$ cat config.mk
export PLATFORM = sky130hd
export DESIGN_NAME = uip_ctrl
export DESIGN_NICKNAME = d
export VERILOG_FILES = /design/src/uip_pkg.sv /design/src/uip_ctrl.sv
export SDC_FILE = /design/constraint.sdc
export NUM_CORES = 1
export LEC_CHECK = 0
export BUFFER_PORTS_ARGS = -buffer_cell sky130_fd_sc_hd__buf_2
export CORE_UTILIZATION = 54
export CTS_CLUSTER_SIZE = 24
export DETAILED_ROUTE_END_ITERATION = 8
export PLACE_DENSITY = 0.8
export SLEW_MARGIN = 20
export SYNTH_ARGS = -nofsm -noshare
export SYNTH_HDL_FRONTEND = slang
export SYNTH_SLANG_ARGS = --single-unit
$ cat constraint.sdc
create_clock -name clk_sys -period 2.6 [get_ports clk_sys]
set_clock_uncertainty 0.05 [all_clocks]
set_input_delay 0.26 -clock clk_sys [delete_from_list [all_inputs] [get_ports clk_sys]]
set_output_delay 0.26 -clock clk_sys [all_outputs]
set_load 0.02 [all_outputs]
$ cat src/uip_pkg.sv
`default_nettype none
package uip_pkg;
  // ----------------------------------------------------------------
  // register map (byte addresses, one 32-bit word each)
  // ----------------------------------------------------------------
  localparam int          ADDR_W       = 8;
  localparam logic [7:0]  ADDR_ENABLE  = 8'h00;
  localparam logic [7:0]  ADDR_IDENT   = 8'h04;
  localparam logic [7:0]  ADDR_CFG     = 8'h08;
  localparam logic [7:0]  ADDR_EVT     = 8'h0c;
  localparam logic [7:0]  ADDR_MASK    = 8'h10;

  // enable register bits
  localparam int          EN_RX        = 0;
  localparam int          EN_TX        = 1;
  localparam int          EN_LSR       = 2;
  localparam int          EN_PAUSE     = 5;
  localparam int          EN_RTS       = 6;
  localparam int          EN_CTS       = 7;
  localparam logic [7:0]  EN_ACTIVE    = 8'hef;
  localparam logic [7:0]  ENABLE_RST   = 8'h00;

  // identification codes in bits 5:0
  localparam logic [5:0]  ID_NONE      = 6'h01;
  localparam logic [5:0]  ID_LSR       = 6'h06;
  localparam logic [5:0]  ID_TMO       = 6'h0c;
  localparam logic [5:0]  ID_RX        = 6'h04;
  localparam logic [5:0]  ID_TX        = 6'h02;
  localparam logic [5:0]  ID_PAUSE     = 6'h10;
  localparam logic [5:0]  ID_FLOW      = 6'h20;
  localparam logic [7:0]  IDENT_RST    = 8'h01;

  // configuration register fields
  localparam int          LVL_W        = 7;
  localparam int          CFG_FIFO_EN  = 0;
  localparam int          CFG_RXTRIG   = 8;
  localparam int          CFG_TXTRIG   = 16;
  localparam logic [31:0] CFG_RST      = 32'h0000_0000;

  // event status / mask bits
  localparam int          EV_W         = 6;
  localparam int          EV_LSR       = 0;
  localparam int          EV_TMO       = 1;
  localparam int          EV_RX        = 2;
  localparam int          EV_TX        = 3;
  localparam int          EV_PAUSE     = 4;
  localparam int          EV_FLOW      = 5;
  localparam logic [5:0]  EVT_RST      = 6'h00;

  // conditions from the receiver, transmitter and flow control
  typedef struct packed {
    logic             overrunSet;
    logic             errInFifo;
    logic             staleSet;
    logic             rxDataAvail;
    logic             txHoldEmpty;
    logic             xoffSeen;
    logic             xonSeen;
    logic             specialSeen;
    logic [LVL_W-1:0] rxFill;
    logic [LVL_W-1:0] txFill;
  } uip_src_t;

  // one-cycle access strobes from the data path
  typedef struct packed {
    logic rhrRead;
    logic lsrRead;
    logic thrWrite;
  } uip_acc_t;
endpackage : uip_pkg
`default_nettype wire

$ cat src/uip_ctrl.sv
// What this block does
// - six interrupt types each have an enable bit and intOut rises only for enabled pending ones.
// - with enable bits 0-3 and 5-7 all clear no interrupt reaches intOut; evtIrq still rises for masked-in events except receive data, which needs enable bit 0.
// - a pending interrupt clears ident bit 0 and puts its type code in ident bits 5:0.
// - line status is top priority, error-in-fifo clears when erroneous data is gone, overrun on line status read.
// - receive time-out at level 2 is cleared by a receive holding read.
// - receive data at level 2 follows data-ready, or fill above trigger with fifo on.
// - transmit at level 3 with fifo off follows holding-empty, cleared by ident read or holding write.
// - with fifo on the transmit interrupt rises when the tx fifo fill drops below its trigger level.
// - a pause from an xoff clears on xon, a pause from a special character on line status read.
// - level 6 rises when rts or cts goes from low to high and clears on ident read.
// - after reset the ident register reads bit 0 set and all else clear.
//
// The APB interface to the registers and the register addresses were decided locally.
`default_nettype none
module uip_ctrl
(
  input  wire  logic                       clk_sys,
  input  wire  logic                       rstn,
  input  wire  logic                       psel,
  input  wire  logic                       penable,
  input  wire  logic                       pwrite,
  input  wire  logic [uip_pkg::ADDR_W-1:0] paddr,
  input  wire  logic [31:0]                pwdata,
  output var   logic [31:0]                prdata,
  output var   logic                       pready,
  output var   logic                       pslverr,
  input  wire  uip_pkg::uip_src_t          src,
  input  wire  uip_pkg::uip_acc_t          acc,
  input  wire  logic                       ctsPinN,
  input  wire  logic                       rtsPinN,
  output var   logic                       intOut,
  output var   logic                       evtIrq
);
  import uip_pkg::*;

  // ----------------------------------------------------------------
  // apb slave
  // ----------------------------------------------------------------
  logic [7:0]  enable_reg;
  logic [7:0]  ident_reg;
  logic [7:0]  ident_next;
  logic [31:0] cfg_reg;
  logic [5:0]  evt_reg;
  logic [5:0]  mask_reg;
  logic        setupPh;
  logic        accessPh;
  logic        wrAcc;
  logic        rdAcc;
  logic        mapped;

  // answer is registered in setup, so every access takes one wait-free cycle
  assign setupPh  = psel && !penable;
  assign accessPh = psel && penable && pready;
  assign wrAcc    = accessPh && pwrite;
  assign rdAcc    = accessPh && !pwrite;

  function automatic logic isMapped(input logic [ADDR_W-1:0] a);
    isMapped = (a == ADDR_ENABLE) || (a == ADDR_IDENT) || (a == ADDR_CFG)
            || (a == ADDR_EVT) || (a == ADDR_MASK);
  endfunction : isMapped

  assign mapped = isMapped(paddr);

  always_ff @(posedge clk_sys or negedge rstn)
  begin
    if (!rstn)
    begin
      pready  <= 1'b0;
      pslverr <= 1'b0;
    end
    else
    begin
      pready  <= setupPh;
      pslverr <= setupPh && !mapped;
    end
  end

  always_ff @(posedge clk_sys or negedge rstn)
  begin
    if (!rstn)
      prdata <= 32'h0000_0000;
    else if (setupPh && !pwrite)
    begin
      case (paddr)
        ADDR_ENABLE: prdata <= {24'h00_0000, enable_reg};
        ADDR_IDENT:  prdata <= {24'h00_0000, ident_reg};
        ADDR_CFG:    prdata <= cfg_reg;
        ADDR_EVT:    prdata <= {26'h000_0000, evt_reg};
        ADDR_MASK:   prdata <= {26'h000_0000, mask_reg};
        default:     prdata <= 32'h0000_0000;
      endcase
    end
  end

  always_ff @(posedge clk_sys or negedge rstn)
  begin
    if (!rstn)
    begin
      enable_reg <= ENABLE_RST;
      cfg_reg    <= CFG_RST;
      mask_reg   <= EVT_RST;
    end
    else if (wrAcc)
    begin
      if (paddr == ADDR_ENABLE)
        enable_reg <= pwdata[7:0];
      if (paddr == ADDR_CFG)
        cfg_reg <= pwdata;
      if (paddr == ADDR_MASK)
        mask_reg <= pwdata[5:0];
    end
  end

  // ----------------------------------------------------------------
  // pin synchronisers
  // ----------------------------------------------------------------
  logic [2:0] ctsSync;
  logic [2:0] rtsSync;
  logic       ctsStable;
  logic       rtsStable;
  logic       ctsRise;
  logic       rtsRise;

  // a change counts only once stages two and three agree
  assign ctsRise = ctsSync[1] && ctsSync[2] && !ctsStable;
  assign rtsRise = rtsSync[1] && rtsSync[2] && !rtsStable;

  always_ff @(posedge clk_sys or negedge rstn)
  begin
    if (!rstn)
    begin
      ctsSync   <= 3'h7;
      rtsSync   <= 3'h7;
      ctsStable <= 1'b1;
      rtsStable <= 1'b1;
    end
    else
    begin
      ctsSync <= {ctsSync[1:0], ctsPinN};
      rtsSync <= {rtsSync[1:0], rtsPinN};
      if (ctsSync[1] == ctsSync[2])
        ctsStable <= ctsSync[2];
      if (rtsSync[1] == rtsSync[2])
        rtsStable <= rtsSync[2];
    end
  end

  // ----------------------------------------------------------------
  // source flags
  // ----------------------------------------------------------------
  logic             fifoEn;
  logic [LVL_W-1:0] rxTrig;
  logic [LVL_W-1:0] txTrig;
  logic             identRd;
  logic             overrunFlag;
  logic             tmoFlag;
  logic             txFlag;
  logic             txCond;
  logic             txCondQ;
  logic             pauseFlag;
  logic             pauseBySpecial;
  logic             rtsFlag;
  logic             ctsFlag;

  assign fifoEn  = cfg_reg[CFG_FIFO_EN];
  assign rxTrig  = cfg_reg[CFG_RXTRIG +: LVL_W];
  assign txTrig  = cfg_reg[CFG_TXTRIG +: LVL_W];
  assign identRd = rdAcc && (paddr == ADDR_IDENT);
  // tx condition is sampled on its rising edge so an ident read can retire it
  assign txCond  = fifoEn ? (src.txFill < txTrig) : src.txHoldEmpty;

  always_ff @(posedge clk_sys or negedge rstn)
  begin
    if (!rstn)
      overrunFlag <= 1'b0;
    else if (src.overrunSet)
      overrunFlag <= 1'b1;
    else if (acc.lsrRead)
      overrunFlag <= 1'b0;
  end

  always_ff @(posedge clk_sys or negedge rstn)
  begin
    if (!rstn)
      tmoFlag <= 1'b0;
    else if (src.staleSet)
      tmoFlag <= 1'b1;
    else if (acc.rhrRead)
      tmoFlag <= 1'b0;
  end

  always_ff @(posedge clk_sys or negedge rstn)
  begin
    if (!rstn)
    begin
      txCondQ <= 1'b0;
      txFlag  <= 1'b0;
    end
    else
    begin
      txCondQ <= txCond;
      // retire by the code the host was shown, not a later one
      if (txCond && !txCondQ)
        txFlag <= 1'b1;
      else if (acc.thrWrite || (identRd && prdata[5:0] == ID_TX))
        txFlag <= 1'b0;
    end
  end

  always_ff @(posedge clk_sys or negedge rstn)
  begin
    if (!rstn)
    begin
      pauseFlag      <= 1'b0;
      pauseBySpecial <= 1'b0;
    end
    else if (src.xoffSeen || src.specialSeen)
    begin
      pauseFlag      <= 1'b1;
      pauseBySpecial <= src.specialSeen && !src.xoffSeen;
    end
    else if (pauseBySpecial ? acc.lsrRead : src.xonSeen)
      pauseFlag <= 1'b0;
  end

  // an ident read retires only the source it reported
  always_ff @(posedge clk_sys or negedge rstn)
  begin
    if (!rstn)
    begin
      rtsFlag <= 1'b0;
      ctsFlag <= 1'b0;
    end
    else
    begin
      if (rtsRise)
        rtsFlag <= 1'b1;
      else if (identRd && prdata[5:0] == ID_FLOW)
        rtsFlag <= 1'b0;
      if (ctsRise)
        ctsFlag <= 1'b1;
      else if (identRd && prdata[5:0] == ID_FLOW)
        ctsFlag <= 1'b0;
    end
  end

  // ----------------------------------------------------------------
  // priority encoder
  // ----------------------------------------------------------------
  logic lsrPend;
  logic tmoPend;
  logic rxPend;
  logic txPend;
  logic pausePend;
  logic flowPend;
  logic anyPend;

  assign lsrPend   = enable_reg[EN_LSR] && (overrunFlag || src.errInFifo);
  assign tmoPend   = enable_reg[EN_RX] && tmoFlag;
  assign rxPend    = enable_reg[EN_RX]
                  && (fifoEn ? (src.rxFill > rxTrig) : src.rxDataAvail);
  assign txPend    = enable_reg[EN_TX] && txFlag;
  assign pausePend = enable_reg[EN_PAUSE] && pauseFlag;
  assign flowPend  = (enable_reg[EN_RTS] && rtsFlag)
                  || (enable_reg[EN_CTS] && ctsFlag);
  assign anyPend   = lsrPend || tmoPend || rxPend || txPend
                  || pausePend || flowPend;

  always_comb
  begin
    ident_next = {2'b00, ID_NONE};
    if (lsrPend)
      ident_next = {2'b00, ID_LSR};
    else if (tmoPend)
      ident_next = {2'b00, ID_TMO};
    else if (rxPend)
      ident_next = {2'b00, ID_RX};
    else if (txPend)
      ident_next = {2'b00, ID_TX};
    else if (pausePend)
      ident_next = {2'b00, ID_PAUSE};
    else if (flowPend)
      ident_next = {2'b00, ID_FLOW};
  end

  always_ff @(posedge clk_sys or negedge rstn)
  begin
    if (!rstn)
    begin
      ident_reg <= IDENT_RST;
      intOut    <= 1'b0;
    end
    else
    begin
      ident_reg <= ident_next;
      intOut    <= anyPend;
    end
  end

  // ----------------------------------------------------------------
  // event status, mask and summary interrupt
  // ----------------------------------------------------------------
  logic [5:0] evtSet;
  logic [5:0] evtKeep;
  logic       evtRd;
  logic       rxQ;
  logic       lsrQ;

  assign evtRd = rdAcc && (paddr == ADDR_EVT);
  // a read clears only what it reported; events after the setup edge survive
  assign evtKeep = evtRd ? (evt_reg & ~prdata[5:0]) : evt_reg;

  always_comb
  begin
    evtSet           = 6'h00;
    evtSet[EV_LSR]   = src.overrunSet || (src.errInFifo && !lsrQ);
    evtSet[EV_TMO]   = src.staleSet;
    evtSet[EV_RX]    = rxPend && !rxQ;
    evtSet[EV_TX]    = txCond && !txCondQ;
    evtSet[EV_PAUSE] = src.xoffSeen || src.specialSeen;
    evtSet[EV_FLOW]  = rtsRise || ctsRise;
  end

  // set wins over a clearing read in the same cycle
  always_ff @(posedge clk_sys or negedge rstn)
  begin
    if (!rstn)
    begin
      evt_reg <= EVT_RST;
      evtIrq  <= 1'b0;
      rxQ     <= 1'b0;
      lsrQ    <= 1'b0;
    end
    else
    begin
      evt_reg <= evtKeep | evtSet;
      evtIrq  <= |((evtKeep | evtSet) & mask_reg);
      rxQ     <= rxPend;
      lsrQ    <= src.errInFifo;
    end
  end
endmodule : uip_ctrl
`default_nettype wire

Word level (Yosys, flattened, before mapping)
Cells that the tools add are included.
{"block": "totals", "regBits": 114, "input_bits": 72, "output_inout_bits": 36}
{"block": "classes", "magnitude_cmp": 2, "eq_ne": 8, "muxes": 22, "bitwise": 4, "n_reduce_logical": 61}
{"cell": "32-bit one-hot mux with 5 select lines", "n": 1}
{"cell": "6-bit 2-to-1 mux", "n": 5}
{"cell": "1-bit logical AND", "n": 26}
{"cell": "8-bit by 4-bit == test with 1-bit output (second input constant)", "n": 2}
{"cell": "8-bit 2-to-1 mux", "n": 2}
{"cell": "1-bit logical OR", "n": 15}
{"cell": "1-bit 2-to-1 mux", "n": 14}
{"cell": "6-bit AND", "n": 2}
{"cell": "2-bit nonzero test", "n": 6}
{"cell": "1-bit zero test", "n": 9}
{"cell": "8-bit by 3-bit == test with 1-bit output (second input constant)", "n": 1}
{"cell": "8-bit by 5-bit == test with 1-bit output (second input constant)", "n": 1}
{"cell": "8-bit zero test", "n": 1}
{"cell": "7-bit > comparator", "n": 1}
{"cell": "7-bit less-than comparator", "n": 1}
{"cell": "6-bit by 2-bit == test with 1-bit output (second input constant)", "n": 1}
{"cell": "6-bit == test (second input constant)", "n": 1}
{"cell": "6-bit inverter", "n": 1}
{"cell": "6-bit bitwise OR", "n": 1}
{"cell": "2-bit AND reduction", "n": 3}
{"cell": "6-bit OR reduction", "n": 1}
{"cell": "1-bit == test", "n": 2}

Logic depth before layout (Yosys ltp)
{"block": "depth", "ltp_word": 8, "depth_mapped": 8, "ltp_nobuf": 8}

Worst setup path before layout
No wires, ideal clock.
{"block": "synth_path", "kind": "input to register", "start": "input paddr[7] (netlist bit)", "end": "register cfg_reg[10]", "arrival_ps": 2182, "path_slack_ps": 241, "path_stages": 7, "n_path_buf": 1, "path_cell_list": "or4_4 > or2_1 > nor4b_2 > inv_2 > nor2_2 > buf_4 > mux2_1"}
{"block": "synth_via", "elab_chain_len": 2}
{"item": "start: declaration", "line_no": "uip_ctrl.sv:23", "text": "input wire logic [uip_pkg::ADDR_W-1:0] paddr,"}
{"item": "8-bit by 4-bit == test with 1-bit output", "line_no": "uip_ctrl.sv:108", "text": "if (paddr == ADDR_CFG)"}
{"item": "2-bit AND reduction (no line)"}
{"item": "end signal: assignment", "line_no": "uip_ctrl.sv:109", "text": "cfg_reg <= pwdata;"}
{"item": "end: declaration", "line_no": "uip_ctrl.sv:43", "text": "logic [31:0] cfg_reg;"}
Every way passes these cells.
A chain may end at the register's enable or synchronous reset.

Worst setup path after layout
{"block": "layout_path", "start": "register cfg_reg[10]", "end": "register intOut"}
{"block": "layout_via", "elab_chain_len": 7}
{"item": "7-bit > comparator", "line_no": "uip_ctrl.sv:262", "text": "&& (fifoEn ? (src.rxFill > rxTrig) : src.rxDataAvail);"}
{"item": "1-bit 2-to-1 mux", "line_no": "uip_ctrl.sv:262"}
{"item": "1-bit logical AND", "line_no": "uip_ctrl.sv:262"}
{"item": "1-bit logical OR (2 in a row)", "line_no": "uip_ctrl.sv:267", "text": "assign anyPend = lsrPend || tmoPend || rxPend || txPend"}
{"item": "1-bit logical OR (2 in a row)", "line_no": "uip_ctrl.sv:268", "text": "|| pausePend || flowPend;"}
{"item": "net anyPend", "line_no": "uip_ctrl.sv:257", "text": "logic anyPend;"}
{"item": "end signal: assignment", "line_no": "uip_ctrl.sv:297", "text": "intOut <= anyPend;"}
{"item": "end: declaration", "line_no": "uip_ctrl.sv:32", "text": "output var logic intOut,"}
The timed path passes the listed nets, and every way through them passes these cells.

==> key figures <==
Global routing
  • Vias in the first global route: approximately 3,700
  • Largest net degree at the start of global routing: 53
  • Antenna violations before repair: 0
  • Total Routing Usage GR: 0.2441
  • First-pass GRT wire length: 18.15 mm
  • Congestion Overflow GR: 0

Critical path
  • Critical path fanouts, max: 5
  • Setup CP Type: reg2reg
  • Worst Setup Start Kind: register
  • CP max stage delay: around 0.44 ns
  • CP Buf/Inv Count: 1
  • Most frequent CP cell: a21oi_1
  • Critical path, cell by cell: inv_1 > ha_1 > a21oi_1 > a21oi_1 > o31a_1 > o31ai_1 > nand2_1 > or3_1
  • Delay-heaviest family, CP: compound AO/OA/AOI/OAI gates
  • R2R Setup Slk: roughly 0.26 ns
  • Req. time, crit path: 2.80 ns
  • CP Capture Type: register
  • Critical path data arrival time: 2.53 ns
  • Slowest CP cell: or3_1

Finish
  • Ant. Diodes: 0
  • Post-route design area: 5874 um2
  • Ratio of cells with drive above 1 in the final layout: 0.2924
  • Area Growth Syn to Fin: 20.63%
  • Commonest cells after routing, fill and taps aside: buf_2, dfrtp_1, nand2_1
  • Final nets: 619
  • Flip-flop and latch area: 2814 um2
  • Area of the multi-input gates: 1901 um2
  • Fill cells: 677
  • Most common cell after layout, fill and taps aside: buf_2

Timing
  • Hold WS: about 0.030 ns
  • Period minus WS final: 2.338 ns
  • Setup TNS: 0 ns
  • Crit share post-route: 0.8991
  • Final Hold Viols: 0
  • Relative slew slack: 0.4691
  • RSZ-0062 raised after global routing: no
  • Worst-Margin Slew: roughly 0.79 ns
  • Fmax: approximately 430 MHz
  • Final Max Slew Viols: 0
  • # setup viols final: 0

Yosys
  • Netlist Area Pre-Place: 4870 um2
  • Yosys reg bits: ~110
  • Ys flop type: dfrtp_1
  • Yosys warning count: 0
  • Number of synthesized flops with an enable pin: 0
  • Library cells used by synthesis: 49
  • Post-synth ARST share: 1.000
  • Synth top area cells: dfrtp_1, mux2_1, nand2_1, dfstp_2, ha_1
  • Syn Area/Cell: 11.76 um2
  • Yosys top cell area share: 0.5293
  • Syn Nets: 501
  • Sequential-to-total area share from yosys stat: 0.5779
  • Syn Inst Count: 414
  • Cell type with the largest total area after synthesis: dfrtp_1

Clock network
  • CTS sink count: 112
  • Clk Latency, worst-skew pair: 0.37 ns
  • CTS max path bufs: 2
  • Root buffer cell: clkbuf_8
  • CTS Buf Count: 9
  • H-tree levels: 3
  • Clock transition at path regs: 0.10 ns
  • CTS tree: built

Detailed routing
  • Antenna-violating nets left: 0
  • DR vias: 3,607
  • Pre-antenna DRT Iters: 4
  • Via density: about 5.6
  • Wire per inst: 16.56 um
  • Drc violations: 0
  • Total Wirelength: 10.68 mm
  • Starting DRT DRC Count: 209

Placement
  • Port Buf Inserts: 107
  • Placed inst area: between 5000 and 6000 um2
  • Gpl congestion: 0.9151
  • Post-detail-place hpwl: 7.911 mm

Floorplanning
  • Die width: a little under 100 um
  • Initial core utilization: 0.5584
  • DIE AREA: between 9000 and 10,000 um2
  • Rows: 34
  • Die Span Y: between 90 and 100 um
  • Ports: 108
  • Core Area: 8721 um2

Power and ir drop
  • Leakage Power: 3.013 nW
  • Power per cell area: 520.8 nW/um2
  • VDD IR-drop max: 0.2293 mV

Min path
  • Min-delay worst type: in2reg

Job
  • Max cap viols: 0

Status
  • Status: completed
## synth_stat cells, types with 3 or more instances
library cell and instances:
dfrtp_1 103, nand2_1 68, mux2_1 46, inv_1 22, nand3_1 16, ha_1 15, o31ai_1 13, clkbuf_1 11
o21ai_1 11, dfstp_2 9, a22oi_1 8, nor2_1 7, o21ai_0 7, a221oi_1 6, o2bb2ai_1 6, nand3b_1 5
a21o_1 4, a21oi_1 4, nor2b_1 4, a221o_1 3, buf_4 3, nor3_1 3
## through the flow
step / util / cells / total power, mW / worst slack, ns
after floorplan: - / 414 / 1.892 / 0.2408
after global placement: 0.6436 / 624 / 2.010 / 0.1518
after detailed placement: 0.6436 / 624 / 2.017 / 0.09215
after CTS: 0.6736 / 645 / 3.087 / 0.2705
after global routing: 0.6736 / 645 / 3.186 / 0.1442
final: 0.6736 / 645 / 3.059 / 0.2624
## cell type report
class                      instances  area share
timing repair buffer             125      0.1231
clock inverter                     7     0.01491
tap                              108     0.02300
inverter                          24     0.01534
clock buffer                       9     0.02109
multi-input combinational        260      0.3235
sequential                       112      0.4790
## worst paths after layout
check	endpoint	from	cells past startpoint
max in group asynchronous	prdata[23]	rstn	3
max	intOut	cfg_reg[10]	8
max reg2reg	intOut	cfg_reg[10]	8
min	tmoFlag	acc[2]	2
min reg2reg	ctsSync[1]	ctsSync[0]	0
min in group asynchronous	cfg_reg[15]	rstn	2
## where the power goes
group / total (mW) / switching [mW] / internal (mW) / leakage (nW)
registers: 1.79 / 0.0136 / 1.77 / 1.48
logic: 0.202 / 0.117 / 0.0849 / 1.43
clock network: 1.07 / 0.605 / 0.466 / 0.107
total: 3.06 / 0.736 / 2.32 / 3.01
## repair_timing
item,CTS,global route
setup buffers,0,0
gates resized for setup,0,0
hold endpoints to repair,33,0
hold buffers,5,0
## cells by family after synthesis
logic type,count (synthesis),synth area share
AND/OR/NAND/NOR,125,0.1316
flip-flops,112,0.5779
AO/OA/AOI/OAI,71,0.1038
multiplexers,49,0.1131
buffers and inverters,42,0.03520
adder cells (fa/ha/maj),15,0.03854
## layer usage
metal / global-route usage / part of all wire / up-vias
met2: 0.3938 / 0.50 / 120
met4: 0.07463 / 0.0089 / 0
met3: 0.04697 / 0.062 / 10
met5: 0 / 0 / -
met1: 0.3368 / 0.43 / 1784
li1: - / - / 1693
(Power assumes the default switching activity.)
